$ cat config.mk
export PLATFORM = sky130hd
export DESIGN_NAME = awsc_area_wait_state_control
export DESIGN_NICKNAME = d
export VERILOG_FILES = /design/src/verilog/awsc_pkg.sv /design/src/verilog/awsc_area_wait_state_control.sv
export SDC_FILE = /design/constraint.sdc
export NUM_CORES = 1
export LEC_CHECK = 0
export BUFFER_PORTS_ARGS = -buffer_cell sky130_fd_sc_hd__buf_2
export CORE_AREA = 3 3 108 110
export CTS_BUF_LIST = sky130_fd_sc_hd__clkbuf_4
export DETAILED_ROUTE_END_ITERATION = 10
export DIE_AREA = 0 0 111 113
export PLACE_DENSITY_LB_ADDON = 0.05
export SLEW_MARGIN = 30
export SYNTH_ARGS = -nofsm -noshare
export SYNTH_HDL_FRONTEND = slang
export SYNTH_SLANG_ARGS = --single-unit
$ cat constraint.sdc
create_clock -name sys_clk -period 4.3 [get_ports sys_clk]
set_input_delay 0.645 -clock sys_clk [delete_from_list [all_inputs] [get_ports sys_clk]]
set_output_delay 0.645 -clock sys_clk [all_outputs]
set_load 0.02 [all_outputs]
$ cat src/verilog/awsc_pkg.sv
// Package with the map, fields, types and decode tables of the wait-state block
package awsc_pkg;

    localparam logic [31:0] ADDR_CONFIG = 32'h0000_0000;
    localparam logic [31:0] ADDR_MEMTYPE = 32'h0000_0004;
    localparam logic [31:0] ADDR_STATUS = 32'h0000_0008;
    localparam logic [15:0] CONFIG_RESET = 16'hffff;
    localparam logic [2:0] MEMTYPE_RESET = 3'h0;

    localparam int AREA6_LSB = 13;
    localparam int AREA5_LSB = 10;
    localparam int AREA4_LSB = 7;
    localparam int AREA3_LSB = 5;
    localparam int AREA12_LSB = 3;
    localparam int AREA0_LSB = 0;

    // Memory type selection codes for areas 2 and 3
    localparam logic [2:0] MT_NORMAL = 3'h0;
    localparam logic [2:0] MT_A3_PSRAM = 3'h1;
    localparam logic [2:0] MT_A3_SDRAM = 3'h2;
    localparam logic [2:0] MT_A23_SDRAM = 3'h3;
    localparam logic [2:0] MT_A3_DRAM = 3'h4;
    localparam logic [2:0] MT_A23_DRAM = 3'h5;

    typedef enum logic [2:0] {
        ST_IDLE = 3'b001,
        ST_FIRST = 3'b010,
        ST_BURST = 3'b100
    } awsc_state_t;

    typedef struct packed {
        logic [2:0] area;
        logic [3:0] beats;
    } awsc_req_t;

    typedef struct packed {
        logic strobe_n;
        logic column_strobe;
        logic beat_done;
        logic access_done;
    } awsc_mem_t;

    function automatic logic [3:0] first_waits(input logic [2:0] code);
        case (code)
            3'h0: first_waits = 4'h0;
            3'h1: first_waits = 4'h1;
            3'h2: first_waits = 4'h2;
            3'h3: first_waits = 4'h3;
            3'h4: first_waits = 4'h4;
            3'h5: first_waits = 4'h6;
            3'h6: first_waits = 4'h8;
            default: first_waits = 4'ha;
        endcase
    endfunction : first_waits

    function automatic logic [3:0] burst_pitch(input logic [2:0] code);
        case (code)
            3'h0: burst_pitch = 4'h2;
            3'h1: burst_pitch = 4'h2;
            3'h2: burst_pitch = 4'h3;
            3'h3: burst_pitch = 4'h4;
            3'h4: burst_pitch = 4'h4;
            3'h5: burst_pitch = 4'h6;
            3'h6: burst_pitch = 4'h8;
            default: burst_pitch = 4'ha;
        endcase
    endfunction : burst_pitch

    function automatic logic [3:0] strobe_period(input logic [1:0] code);
        case (code)
            2'h0: strobe_period = 4'h1;
            2'h1: strobe_period = 4'h1;
            2'h2: strobe_period = 4'h2;
            default: strobe_period = 4'h3;
        endcase
    endfunction : strobe_period

endpackage : awsc_pkg

$ cat src/verilog/awsc_area_wait_state_control.sv
// Wait-state register, AHB-Lite slave and per-area access timing sequencer
//
// Implementation choices: the register offsets and the AHB-Lite slave port.
`timescale 1ns/1ps
`default_nettype none
module awsc_area_wait_state_control #(
    parameter int BEAT_W = 4
) (
    input wire logic sys_clk,
    input wire logic reset,
    input wire logic manual_reset,
    input wire logic standby,
    input wire logic hsel,
    input wire logic [31:0] haddr,
    input wire logic [1:0] htrans,
    input wire logic hwrite,
    input wire logic [2:0] hsize,
    input wire logic [31:0] hwdata,
    input wire logic hready,
    output logic hreadyout,
    output logic [31:0] hrdata,
    output logic hresp,
    input wire logic acc_valid,
    input wire awsc_pkg::awsc_req_t acc_req,
    output logic acc_ready,
    input wire logic ext_wait_n,
    output awsc_pkg::awsc_mem_t mem_out
);

    // Register file and bus state
    logic [15:0] area_wait_state_config;
    logic [15:0] next_config;
    logic [2:0] area23_memory_type_sel;
    logic [2:0] next_memtype;
    logic wr_pend;
    logic next_wr_pend;
    logic [31:0] wr_addr;
    logic [31:0] next_wr_addr;
    logic [31:0] next_hrdata;

    // Sequencer state
    awsc_pkg::awsc_state_t state;
    awsc_pkg::awsc_state_t next_state;
    logic [3:0] cnt;
    logic [3:0] next_cnt;
    logic [BEAT_W-1:0] beats_left;
    logic [BEAT_W-1:0] next_beats_left;
    logic [2:0] area;
    logic [2:0] next_area;
    awsc_pkg::awsc_mem_t next_mem;

    // Wait pin synchroniser
    logic wait_meta;
    logic wait_sync;

    // Decoded timing for the active or requested area
    logic [2:0] sel_area;
    logic [2:0] code3;
    logic [1:0] code2;
    logic dram_type;
    logic has_pitch;
    logic wide_field;
    logic [3:0] first_cnt;
    logic [3:0] burst_cnt;
    logic wait_first_en;
    logic wait_burst_en;
    logic wait_hit;
    logic addr_phase;
    logic [15:0] merged_config;
    logic [2:0] merged_memtype;
    logic [31:0] status_word;

    assign hreadyout = 1'b1;
    assign hresp = 1'b0;
    assign addr_phase = hsel & htrans[1] & hready;

    // Area select: request during idle, latched area while busy
    assign sel_area = (state == awsc_pkg::ST_IDLE) ? acc_req.area : area;

    always_comb
    begin
        code3 = 3'h0;
        code2 = 2'h0;
        wide_field = 1'b1;
        has_pitch = 1'b0;
        dram_type = 1'b0;
        case (sel_area)
            3'h0:
            begin
                code3 = area_wait_state_config[awsc_pkg::AREA0_LSB +: 3];
                has_pitch = 1'b1;
            end
            3'h1:
            begin
                code2 = area_wait_state_config[awsc_pkg::AREA12_LSB +: 2];
                wide_field = 1'b0;
            end
            3'h2:
            begin
                code2 = area_wait_state_config[awsc_pkg::AREA12_LSB +: 2];
                wide_field = 1'b0;
                dram_type = (area23_memory_type_sel == awsc_pkg::MT_A23_SDRAM) ||
                            (area23_memory_type_sel == awsc_pkg::MT_A23_DRAM);
            end
            3'h3:
            begin
                code2 = area_wait_state_config[awsc_pkg::AREA3_LSB +: 2];
                wide_field = 1'b0;
                dram_type = area23_memory_type_sel != awsc_pkg::MT_NORMAL;
            end
            3'h4:
            begin
                code3 = area_wait_state_config[awsc_pkg::AREA4_LSB +: 3];
            end
            3'h5:
            begin
                code3 = area_wait_state_config[awsc_pkg::AREA5_LSB +: 3];
                has_pitch = 1'b1;
            end
            default:
            begin
                code3 = area_wait_state_config[awsc_pkg::AREA6_LSB +: 3];
                has_pitch = 1'b1;
            end
        endcase
    end

    always_comb
    begin
        if (dram_type)
        begin
            first_cnt = awsc_pkg::strobe_period(code2) - 4'h1;
        end
        else if (wide_field)
        begin
            first_cnt = awsc_pkg::first_waits(code3);
        end
        else
        begin
            first_cnt = {2'h0, code2};
        end
        if (has_pitch)
        begin
            burst_cnt = awsc_pkg::burst_pitch(code3) - 4'h1;
        end
        else
        begin
            burst_cnt = first_cnt;
        end
        if (dram_type)
        begin
            wait_first_en = 1'b0;
        end
        else if (wide_field)
        begin
            wait_first_en = code3 != 3'h0;
        end
        else
        begin
            wait_first_en = code2 != 2'h0;
        end
        wait_burst_en = has_pitch | wait_first_en;
    end

    // Wait pin lives outside the clock domain
    always_ff @(posedge sys_clk or posedge reset)
    begin
        if (reset)
        begin
            wait_meta <= 1'b1;
            wait_sync <= 1'b1;
        end
        else
        begin
            wait_meta <= ext_wait_n;
            wait_sync <= wait_meta;
        end
    end

    assign wait_hit = !wait_sync &&
                      ((state == awsc_pkg::ST_FIRST) ? wait_first_en : wait_burst_en);

    // Standby and manual reset refuse new accesses
    assign acc_ready = (state == awsc_pkg::ST_IDLE) && !standby && !manual_reset;

    always_comb
    begin
        next_state = state;
        next_cnt = cnt;
        next_beats_left = beats_left;
        next_area = area;
        next_mem = '{strobe_n: 1'b1, column_strobe: 1'b0, beat_done: 1'b0,
                     access_done: 1'b0};
        case (state)
            awsc_pkg::ST_IDLE:
            begin
                if (acc_valid && acc_ready)
                begin
                    next_state = awsc_pkg::ST_FIRST;
                    next_cnt = first_cnt;
                    next_area = acc_req.area;
                    next_beats_left = acc_req.beats[BEAT_W-1:0];
                    next_mem.strobe_n = 1'b0;
                    next_mem.column_strobe = dram_type;
                end
            end
            default:
            begin
                next_mem.strobe_n = 1'b0;
                next_mem.column_strobe = dram_type;
                if (cnt != 4'h0)
                begin
                    next_cnt = cnt - 4'h1;
                end
                else if (!wait_hit)
                begin
                    next_mem.beat_done = 1'b1;
                    if (beats_left == '0)
                    begin
                        next_state = awsc_pkg::ST_IDLE;
                        next_mem.strobe_n = 1'b1;
                        next_mem.column_strobe = 1'b0;
                        next_mem.access_done = 1'b1;
                    end
                    else
                    begin
                        next_state = awsc_pkg::ST_BURST;
                        next_cnt = burst_cnt;
                        next_beats_left = beats_left - 1'b1;
                    end
                end
            end
        endcase
        // Abort in flight: the cycle is lost, not resumed
        if (manual_reset || standby)
        begin
            next_state = awsc_pkg::ST_IDLE;
            next_mem.strobe_n = 1'b1;
            next_mem.column_strobe = 1'b0;
            next_mem.beat_done = 1'b0;
            next_mem.access_done = 1'b0;
        end
    end

    always_ff @(posedge sys_clk or posedge reset)
    begin
        if (reset)
        begin
            state <= awsc_pkg::ST_IDLE;
            cnt <= 4'h0;
            beats_left <= '0;
            area <= 3'h0;
            mem_out <= '{strobe_n: 1'b1, column_strobe: 1'b0, beat_done: 1'b0,
                         access_done: 1'b0};
        end
        else
        begin
            state <= next_state;
            cnt <= next_cnt;
            beats_left <= next_beats_left;
            area <= next_area;
            mem_out <= next_mem;
        end
    end

    // Write forwarding keeps a read right after a write coherent
    always_comb
    begin
        merged_config = area_wait_state_config;
        merged_memtype = area23_memory_type_sel;
        next_config = area_wait_state_config;
        next_memtype = area23_memory_type_sel;
        if (wr_pend)
        begin
            if (wr_addr == awsc_pkg::ADDR_CONFIG)
            begin
                merged_config = hwdata[15:0];
            end
            // Reserved type codes cannot be set
            else if (wr_addr == awsc_pkg::ADDR_MEMTYPE && hwdata[2:0] <= awsc_pkg::MT_A23_DRAM)
            begin
                merged_memtype = hwdata[2:0];
            end
        end
        next_config = merged_config;
        next_memtype = merged_memtype;
    end

    assign status_word = {22'h0, mem_out.strobe_n, !wait_sync, beats_left[3:0],
                          area, state == awsc_pkg::ST_IDLE};

    always_comb
    begin
        next_wr_pend = addr_phase && hwrite;
        next_wr_addr = wr_addr;
        next_hrdata = hrdata;
        if (addr_phase)
        begin
            next_wr_addr = {haddr[31:2], 2'b00};
            if (!hwrite)
            begin
                if ({haddr[31:2], 2'b00} == awsc_pkg::ADDR_CONFIG)
                begin
                    next_hrdata = {16'h0, merged_config};
                end
                else if ({haddr[31:2], 2'b00} == awsc_pkg::ADDR_MEMTYPE)
                begin
                    next_hrdata = {29'h0, merged_memtype};
                end
                else if ({haddr[31:2], 2'b00} == awsc_pkg::ADDR_STATUS)
                begin
                    next_hrdata = status_word;
                end
                else
                begin
                    next_hrdata = 32'h0;
                end
            end
        end
    end

    always_ff @(posedge sys_clk or posedge reset)
    begin
        if (reset)
        begin
            area_wait_state_config <= awsc_pkg::CONFIG_RESET;
            area23_memory_type_sel <= awsc_pkg::MEMTYPE_RESET;
            wr_pend <= 1'b0;
            wr_addr <= 32'h0;
            hrdata <= 32'h0;
        end
        else
        begin
            area_wait_state_config <= next_config;
            area23_memory_type_sel <= next_memtype;
            wr_pend <= next_wr_pend;
            wr_addr <= next_wr_addr;
            hrdata <= next_hrdata;
        end
    end

endmodule : awsc_area_wait_state_control
`default_nettype wire

# == Word-level counts from Yosys, hierarchy flattened ==
# Cells that the tools add are included.
# op_classes
addsub,4
magnitude_cmp,1
eq_ne,29
mux,48
bitwise,4
n_reduce_logical,32
# op_table
op,n
two-way mux 4 bit,18
equality test 30 x 1 -> 1 bit (second input constant),2
two-way mux 16 bit,3
zero test 32 bit,1
equality test 30 x 2 -> 1 bit (second input constant),1
zero test 30 bit,1
two-way mux 3 bit,10
one-hot mux 4 bit (7 select lines),1
two-way mux 10 bit,2
one-hot mux 4 bit (5 select lines),1
equality test 3 x 2 -> 1 bit (second input constant),6
equality test 3 bit (second input constant),6
subtractor 4 x 1 -> 4 bit (second input constant),4
one-hot mux 3 bit (4 select lines),1
equality test 3 x 1 -> 1 bit (second input constant),3
inequality test 3 x 1 -> 1 bit (second input constant),3
two-way mux 2 bit,4
one-hot mux 2 bit (2 select lines),2
OR reduction 2 bit,4
logical AND 1 bit,6
zero test 3 bit,2
AND reduction 3 bit,2
nonzero test 3 bit,2
two-way mux 1 bit,5
21 further kinds,28
# word_totals
register_bits,102
inputBits,85
wordCells,133

# == Depth between registers and ports, before layout ==
# depth
ltp_word,16
mapped_depth,14

# == Least setup slack after synthesis ==
# Ideal clock, no wire load.
# synth_timing
path_kind,register -> register
from,register state[0]
to,register cnt[2]
setup_time_ns,0.128
arrival_ns,3.294
required_time_ns,4.172
path_slack_ns,0.878
path_stages_with_launch,12
n_path_buf,0
synth_period_minus_slack_ns,3.422
cell_sequence,dfstp_2 nor3b_2 mux2_2 o311ai_1 nand4_1 or2b_1 ha_1 or3b_2 and3b_1 mux2_2 nor3_1 a211oi_1
# synth_between
elab_chain_len,16
word_cells_on_any_way,58
cone_classes,add/sub (2); eq/ne (18); mux (21); bitwise (1); reduce/logical (16)
# synth_lines
item,line,rtl
"start, declared",awsc_area_wait_state_control.sv:42,awsc_pkg::awsc_state_t state;
"start signal, assigned",awsc_area_wait_state_control.sv:249,state <= awsc_pkg::ST_IDLE;
"start signal, assigned",awsc_area_wait_state_control.sv:258,state <= next_state;
equality test 3 x 1 -> 1 bit,"awsc_area_wait_state_control.sv:78, awsc_area_wait_state_control.sv:184, awsc_area_wait_state_control.sv:194",
two-way mux 3 bit,awsc_area_wait_state_control.sv:78,assign sel_area = (state == awsc_pkg::ST_IDLE) ? acc_req.area : area;
equality test 3 x 2 -> 1 bit / equality test 3 x 1 -> 1 bit (equally long branches),awsc_area_wait_state_control.sv:87,case (sel_area)
OR reduction 2 bit (no source line),--,
one-hot mux 2 bit (2 select lines),awsc_area_wait_state_control.sv:87,
equality test 2 x 1 -> 1 bit / zero test 2 bit (equally long branches),awsc_pkg.sv:70,case (code)
OR reduction 2 bit (no source line),--,
one-hot mux 2 bit (2 select lines),awsc_pkg.sv:70,
two-way mux 4 bit,awsc_area_wait_state_control.sv:130,if (dram_type)
subtractor 4 x 1 -> 4 bit,awsc_area_wait_state_control.sv:132,first_cnt = awsc_pkg::strobe_period(code2) - 4'h1;
two-way mux 4 bit,awsc_area_wait_state_control.sv:130,
two-way mux 4 bit,awsc_area_wait_state_control.sv:142,if (has_pitch)
two-way mux 4 bit,awsc_area_wait_state_control.sv:218,if (beats_left == '0)
two-way mux 4 bit,awsc_area_wait_state_control.sv:215,else if (!wait_hit)
two-way mux 4 bit,awsc_area_wait_state_control.sv:211,if (cnt != 4'h0)
two-way mux 4 bit,awsc_area_wait_state_control.sv:194,case (state)
"end signal, assigned",awsc_area_wait_state_control.sv:259,cnt <= next_cnt;
"end, declared",awsc_area_wait_state_control.sv:44,logic [3:0] cnt;
# Several ways; a longest one is shown, not always the timed one. The select of a mux whose other input is x is not followed.
# A chain may end at the register's enable or synchronous reset.

# == Worst setup path in the final report ==
# Same ends and word-level chain as after synthesis.

==> results.txt <==
The number of nets in the finished design is 629. 124 I/O pins were placed. Dividing total power by cell area gives a power density of 390 nW/µm².

The summed negative setup slack over all endpoints is 0 ns. For the worst setup path, the data required time is 4.66 ns. The depth of the worst register-to-register path came out at 13. The post-route fraction of the period consumed by the critical path is 0.890. Dividing the detail-routed via count by the number of cells gives 5.63. The largest total area in the synthesized netlist belongs to sky130_fd_sc_hd__dfrtp_1. Synthesis handed over a netlist of 458 instances. Summed over all layers, the global routing overflow is 0. The final antenna-violating net count came out at 0. The global-route wire length before repair is 19900 µm. The sequential cell area fraction in the yosys report came out at 0.455. The number of buffers between clock root and the deepest sink came out at 2. The clock buffer count from CTS is 9. For this run, the number of Yosys warnings is 0. The clock insertion delay at the later pin of the skew report came out at 0.44 ns. The library cell used most frequently in the layout, excluding fill and tap cells, is sky130_fd_sc_hd__buf_2. Entering global routing, the biggest net connects 52 pins. Setup repair after global routing left no endpoint under its margin. The max-capacitance violation count is 0. The post-cts hold buffer count is 0.

For this design, the sink count on the clock tree is 86. The antenna diode instance count came out at 0. The run finished with clean final reports. The number of buffer cells added on primary ports is 83. The floorplan step defined a die boundary enclosing 12500 µm². The CTS H-tree depth is 3. The library cells used most frequently in the layout, excluding fill and tap cells, are sky130_fd_sc_hd__buf_2, sky130_fd_sc_hd__dfrtp_1, sky130_fd_sc_hd__mux2_2, sky130_fd_sc_hd__nand2_1. After layout, the minimum clock period comes to 3.82 ns.

The headroom to the max-slew limit is 0.509. The setup violation total in the final timing report is 0. The worst-case clock skew came out at 0.0372 ns. After clock tree synthesis, the clock-pin slew on the worst setup and hold paths is 0.15 ns. The total power after layout is 0.00215 W. The number of slew-limit violations in the final report is 0.

The count of routing violations after the opening detailed-route iteration came out at 212. The unique cell type count in the Yosys netlist came out at 61. The post-synthesis register bit count came out at 86. For this run, the top clock speed supported by timing is 0.261 GHz.

The final cell utilization of the core came out at 0.511. By area the synthesized netlist is led by sky130_fd_sc_hd__dfrtp_1, sky130_fd_sc_hd__mux2_2, sky130_fd_sc_hd__dfstp_2. In this run the worst path has a maximum fanout of 8.

The arrival time at the worst endpoint came out at 4.18 ns. For this configuration, the core starts out at a cell density of 0.443. The worst setup path is of the reg2reg kind.

The post-synthesis area per instance came out at 10.4 µm². The number of antenna violations at the first check in global routing is 1. The final worst slack came out at 0.475 ns. The slowest stage of the critical path is the sky130_fd_sc_hd__dfstp_2 cell. The area share of the leading cell type in the synthesized netlist is 0.345.

The total global routing track utilization came out at 0.196. The final route contains 3859 vias. At the pin with the least slew margin, the transition time is 0.730 ns. The worst hold path belongs to the class in2async. Wires add up to 12100 µm. STA classifies the critical path startpoint as a register. The core region is 10800 µm². The final weighted congestion in routability-driven placement came out at 0.859. The nature of the critical path endpoint is a register.

The HPWL reported at the end of detailed placement is 9180 µm. The share of synthesized registers carrying an async set or reset is 1.00. In this run the cell area of the synthesized design comes to 4780 µm². The via count of the first global-routing pass came out at 3910. The highest cell delay on the worst timing path is 0.60 ns. The clock root buffer master is sky130_fd_sc_hd__clkbuf_4.

The predominant post-synthesis flop cell is sky130_fd_sc_hd__dfrtp_1. IR analysis of the VDD net gives a maximum drop of 0.195 mV. For this run, design rule violations remaining after detail routing come to 0. Prior to clock tree synthesis, the placed netlist has a worst setup slack of 0.349 ns.

TritonCTS built the clock tree. The number of failing hold endpoints at the final stage came out at 0. The total iterations of the first detailed-routing run is 4.

The area added between synthesis and finish is 15.2%. In the final layout, the share of cells above drive strength 1 is 0.372. The width of the die came out at 111 µm. The routed wirelength normalized by instance count came out at 17.6 µm. The number of enable-type register cells in the synthesized netlist is 0. The die height is 113 µm. The critical path goes through nor3b_2 > buf_4 > mux2_2 > o311ai_2 > and2_1 > nand3_1 > o21ai_0 > ha_1 > or3b_2 > a221oi_1 > a41o_1 > nor3_1 > a211oi_1.

For this design the static power due to leakage is 2.53 nW. The number of rows in the core area is 38.
-- logic make-up after synthesis --
| kind of cell | share of synthesized area |
|---|---|
| AND/OR/NAND/NOR | 0.195 |
| flip-flops | 0.455 |
| AO/OA/AOI/OAI | 0.129 |
| multiplexers | 0.156 |
| buffers and inverters | 0.0526 |
| adder cells (fa/ha/maj) | 0.00785 |
| other | 0.00157 |
| XOR/XNOR | 0.00366 |
-- what timing repair did --
action,in CTS,in global routing
setup endpoints to repair,0,1
resized for setup,0,2
setup buffers,0,0
-- layout make-up --
| cell class | instances | area [µm²] |
|---|---|---|
| multi-input combinational | 340 | 2450 |
| clock buffer | 11 | 82.6 |
| fill | 1016 | 5280 |
| clock inverter | 5 | 83.8 |
| tap | 140 | 175 |
| timing repair buffer | 96 | 513 |
| inverter | 8 | 32.5 |
| sequential | 86 | 2180 |
-- power by group --
group / switching (W) / total, W / leakage [nW] / internal [W]
logic: 0.000342 / 0.000605 / 1.40 / 0.000262
registers: 0.0000988 / 0.00101 / 1.05 / 0.000911
clock network: 0.000283 / 0.000534 / 0.0837 / 0.000251
-- final timing paths --
check / startpoint / to / slack [ns]
max in group asynchronous: reset / area_wait_state_config[2] / 3.05
min in group sys_clk: ext_wait_n / wait_meta / 0.28
min: reset / hrdata[4] / 0.27
min reg2reg: wait_meta / wait_sync / 0.40
max: state[0] / cnt[2] / 0.48
max reg2reg: state[0] / cnt[2] / 0.48
-- Yosys cell counts, types with 2 or more instances --
cell type,n
sky130_fd_sc_hd__a2111o_1,2
sky130_fd_sc_hd__a211oi_1,2
sky130_fd_sc_hd__a21oi_1,7
sky130_fd_sc_hd__a22oi_1,8
sky130_fd_sc_hd__a311o_1,2
sky130_fd_sc_hd__a31oi_1,2
sky130_fd_sc_hd__a32oi_1,7
sky130_fd_sc_hd__a41o_1,8
sky130_fd_sc_hd__and2_1,10
sky130_fd_sc_hd__and3_1,13
sky130_fd_sc_hd__buf_2,3
sky130_fd_sc_hd__buf_4,18
sky130_fd_sc_hd__clkbuf_1,19
sky130_fd_sc_hd__conb_1,2
sky130_fd_sc_hd__dfrtp_1,66
sky130_fd_sc_hd__dfstp_2,20
sky130_fd_sc_hd__ha_1,3
sky130_fd_sc_hd__inv_1,8
sky130_fd_sc_hd__mux2_1,4
sky130_fd_sc_hd__mux2_2,55
sky130_fd_sc_hd__mux2i_1,8
sky130_fd_sc_hd__nand2_1,44
sky130_fd_sc_hd__nand2_2,2
sky130_fd_sc_hd__nand3_1,13
sky130_fd_sc_hd__nand3b_1,9
sky130_fd_sc_hd__nand4_1,5
sky130_fd_sc_hd__nor2_1,20
sky130_fd_sc_hd__nor3_1,15
sky130_fd_sc_hd__nor3b_1,7
sky130_fd_sc_hd__nor4_1,17
sky130_fd_sc_hd__o21a_1,3
sky130_fd_sc_hd__o21ai_0,16
sky130_fd_sc_hd__o21ai_1,2
sky130_fd_sc_hd__o311ai_1,6
sky130_fd_sc_hd__o41ai_1,2
sky130_fd_sc_hd__or3_1,3
sky130_fd_sc_hd__or3b_2,2
sky130_fd_sc_hd__xnor2_1,2
-- sequential cells by signal, summed over array words and instances, names as in the netlist --
signal / flops
wr_pend: 1
area: 3
beats_left: 4
hrdata: 16
area_wait_state_config: 16
wait_meta: 1
wait_sync: 1
wr_addr: 30
state: 3
cnt: 4
area23_memory_type_sel: 3
mem_out: 4
-- layer usage --
layer  share of wire  up-vias  global-route usage
li1                -     1845                   -
met1            0.48     1886               0.277
met2            0.45      108               0.301
met3           0.055       18              0.0513
met4           0.018        2              0.0550
met5         0.00058        -                   0
-- metrics by stage --
stage | cells | area [µm²] | hold WS [ns]
2_1_floorplan | 474 | 4840 | 0.345
3_3_place_gp | 670 | 5320 | 0.347
3_5_place_dp | 670 | 5320 | 0.356
4_1_cts | 686 | 5490 | 0.252
5_1_grt | 686 | 5510 | 0.232
6_report | 686 | 5510 | 0.274
-- worst max-delay path: cells and delay by family, from the launching register on --
family,cells,cell delay (ns)
AND/OR/NAND/NOR,5,1.22
AO/OA/AOI/OAI,5,1.15
flip-flops,1,0.60
multiplexers,1,0.35
buffers and inverters,1,0.24
adder cells (fa/ha/maj),1,0.18
(Power assumes the default switching activity.)
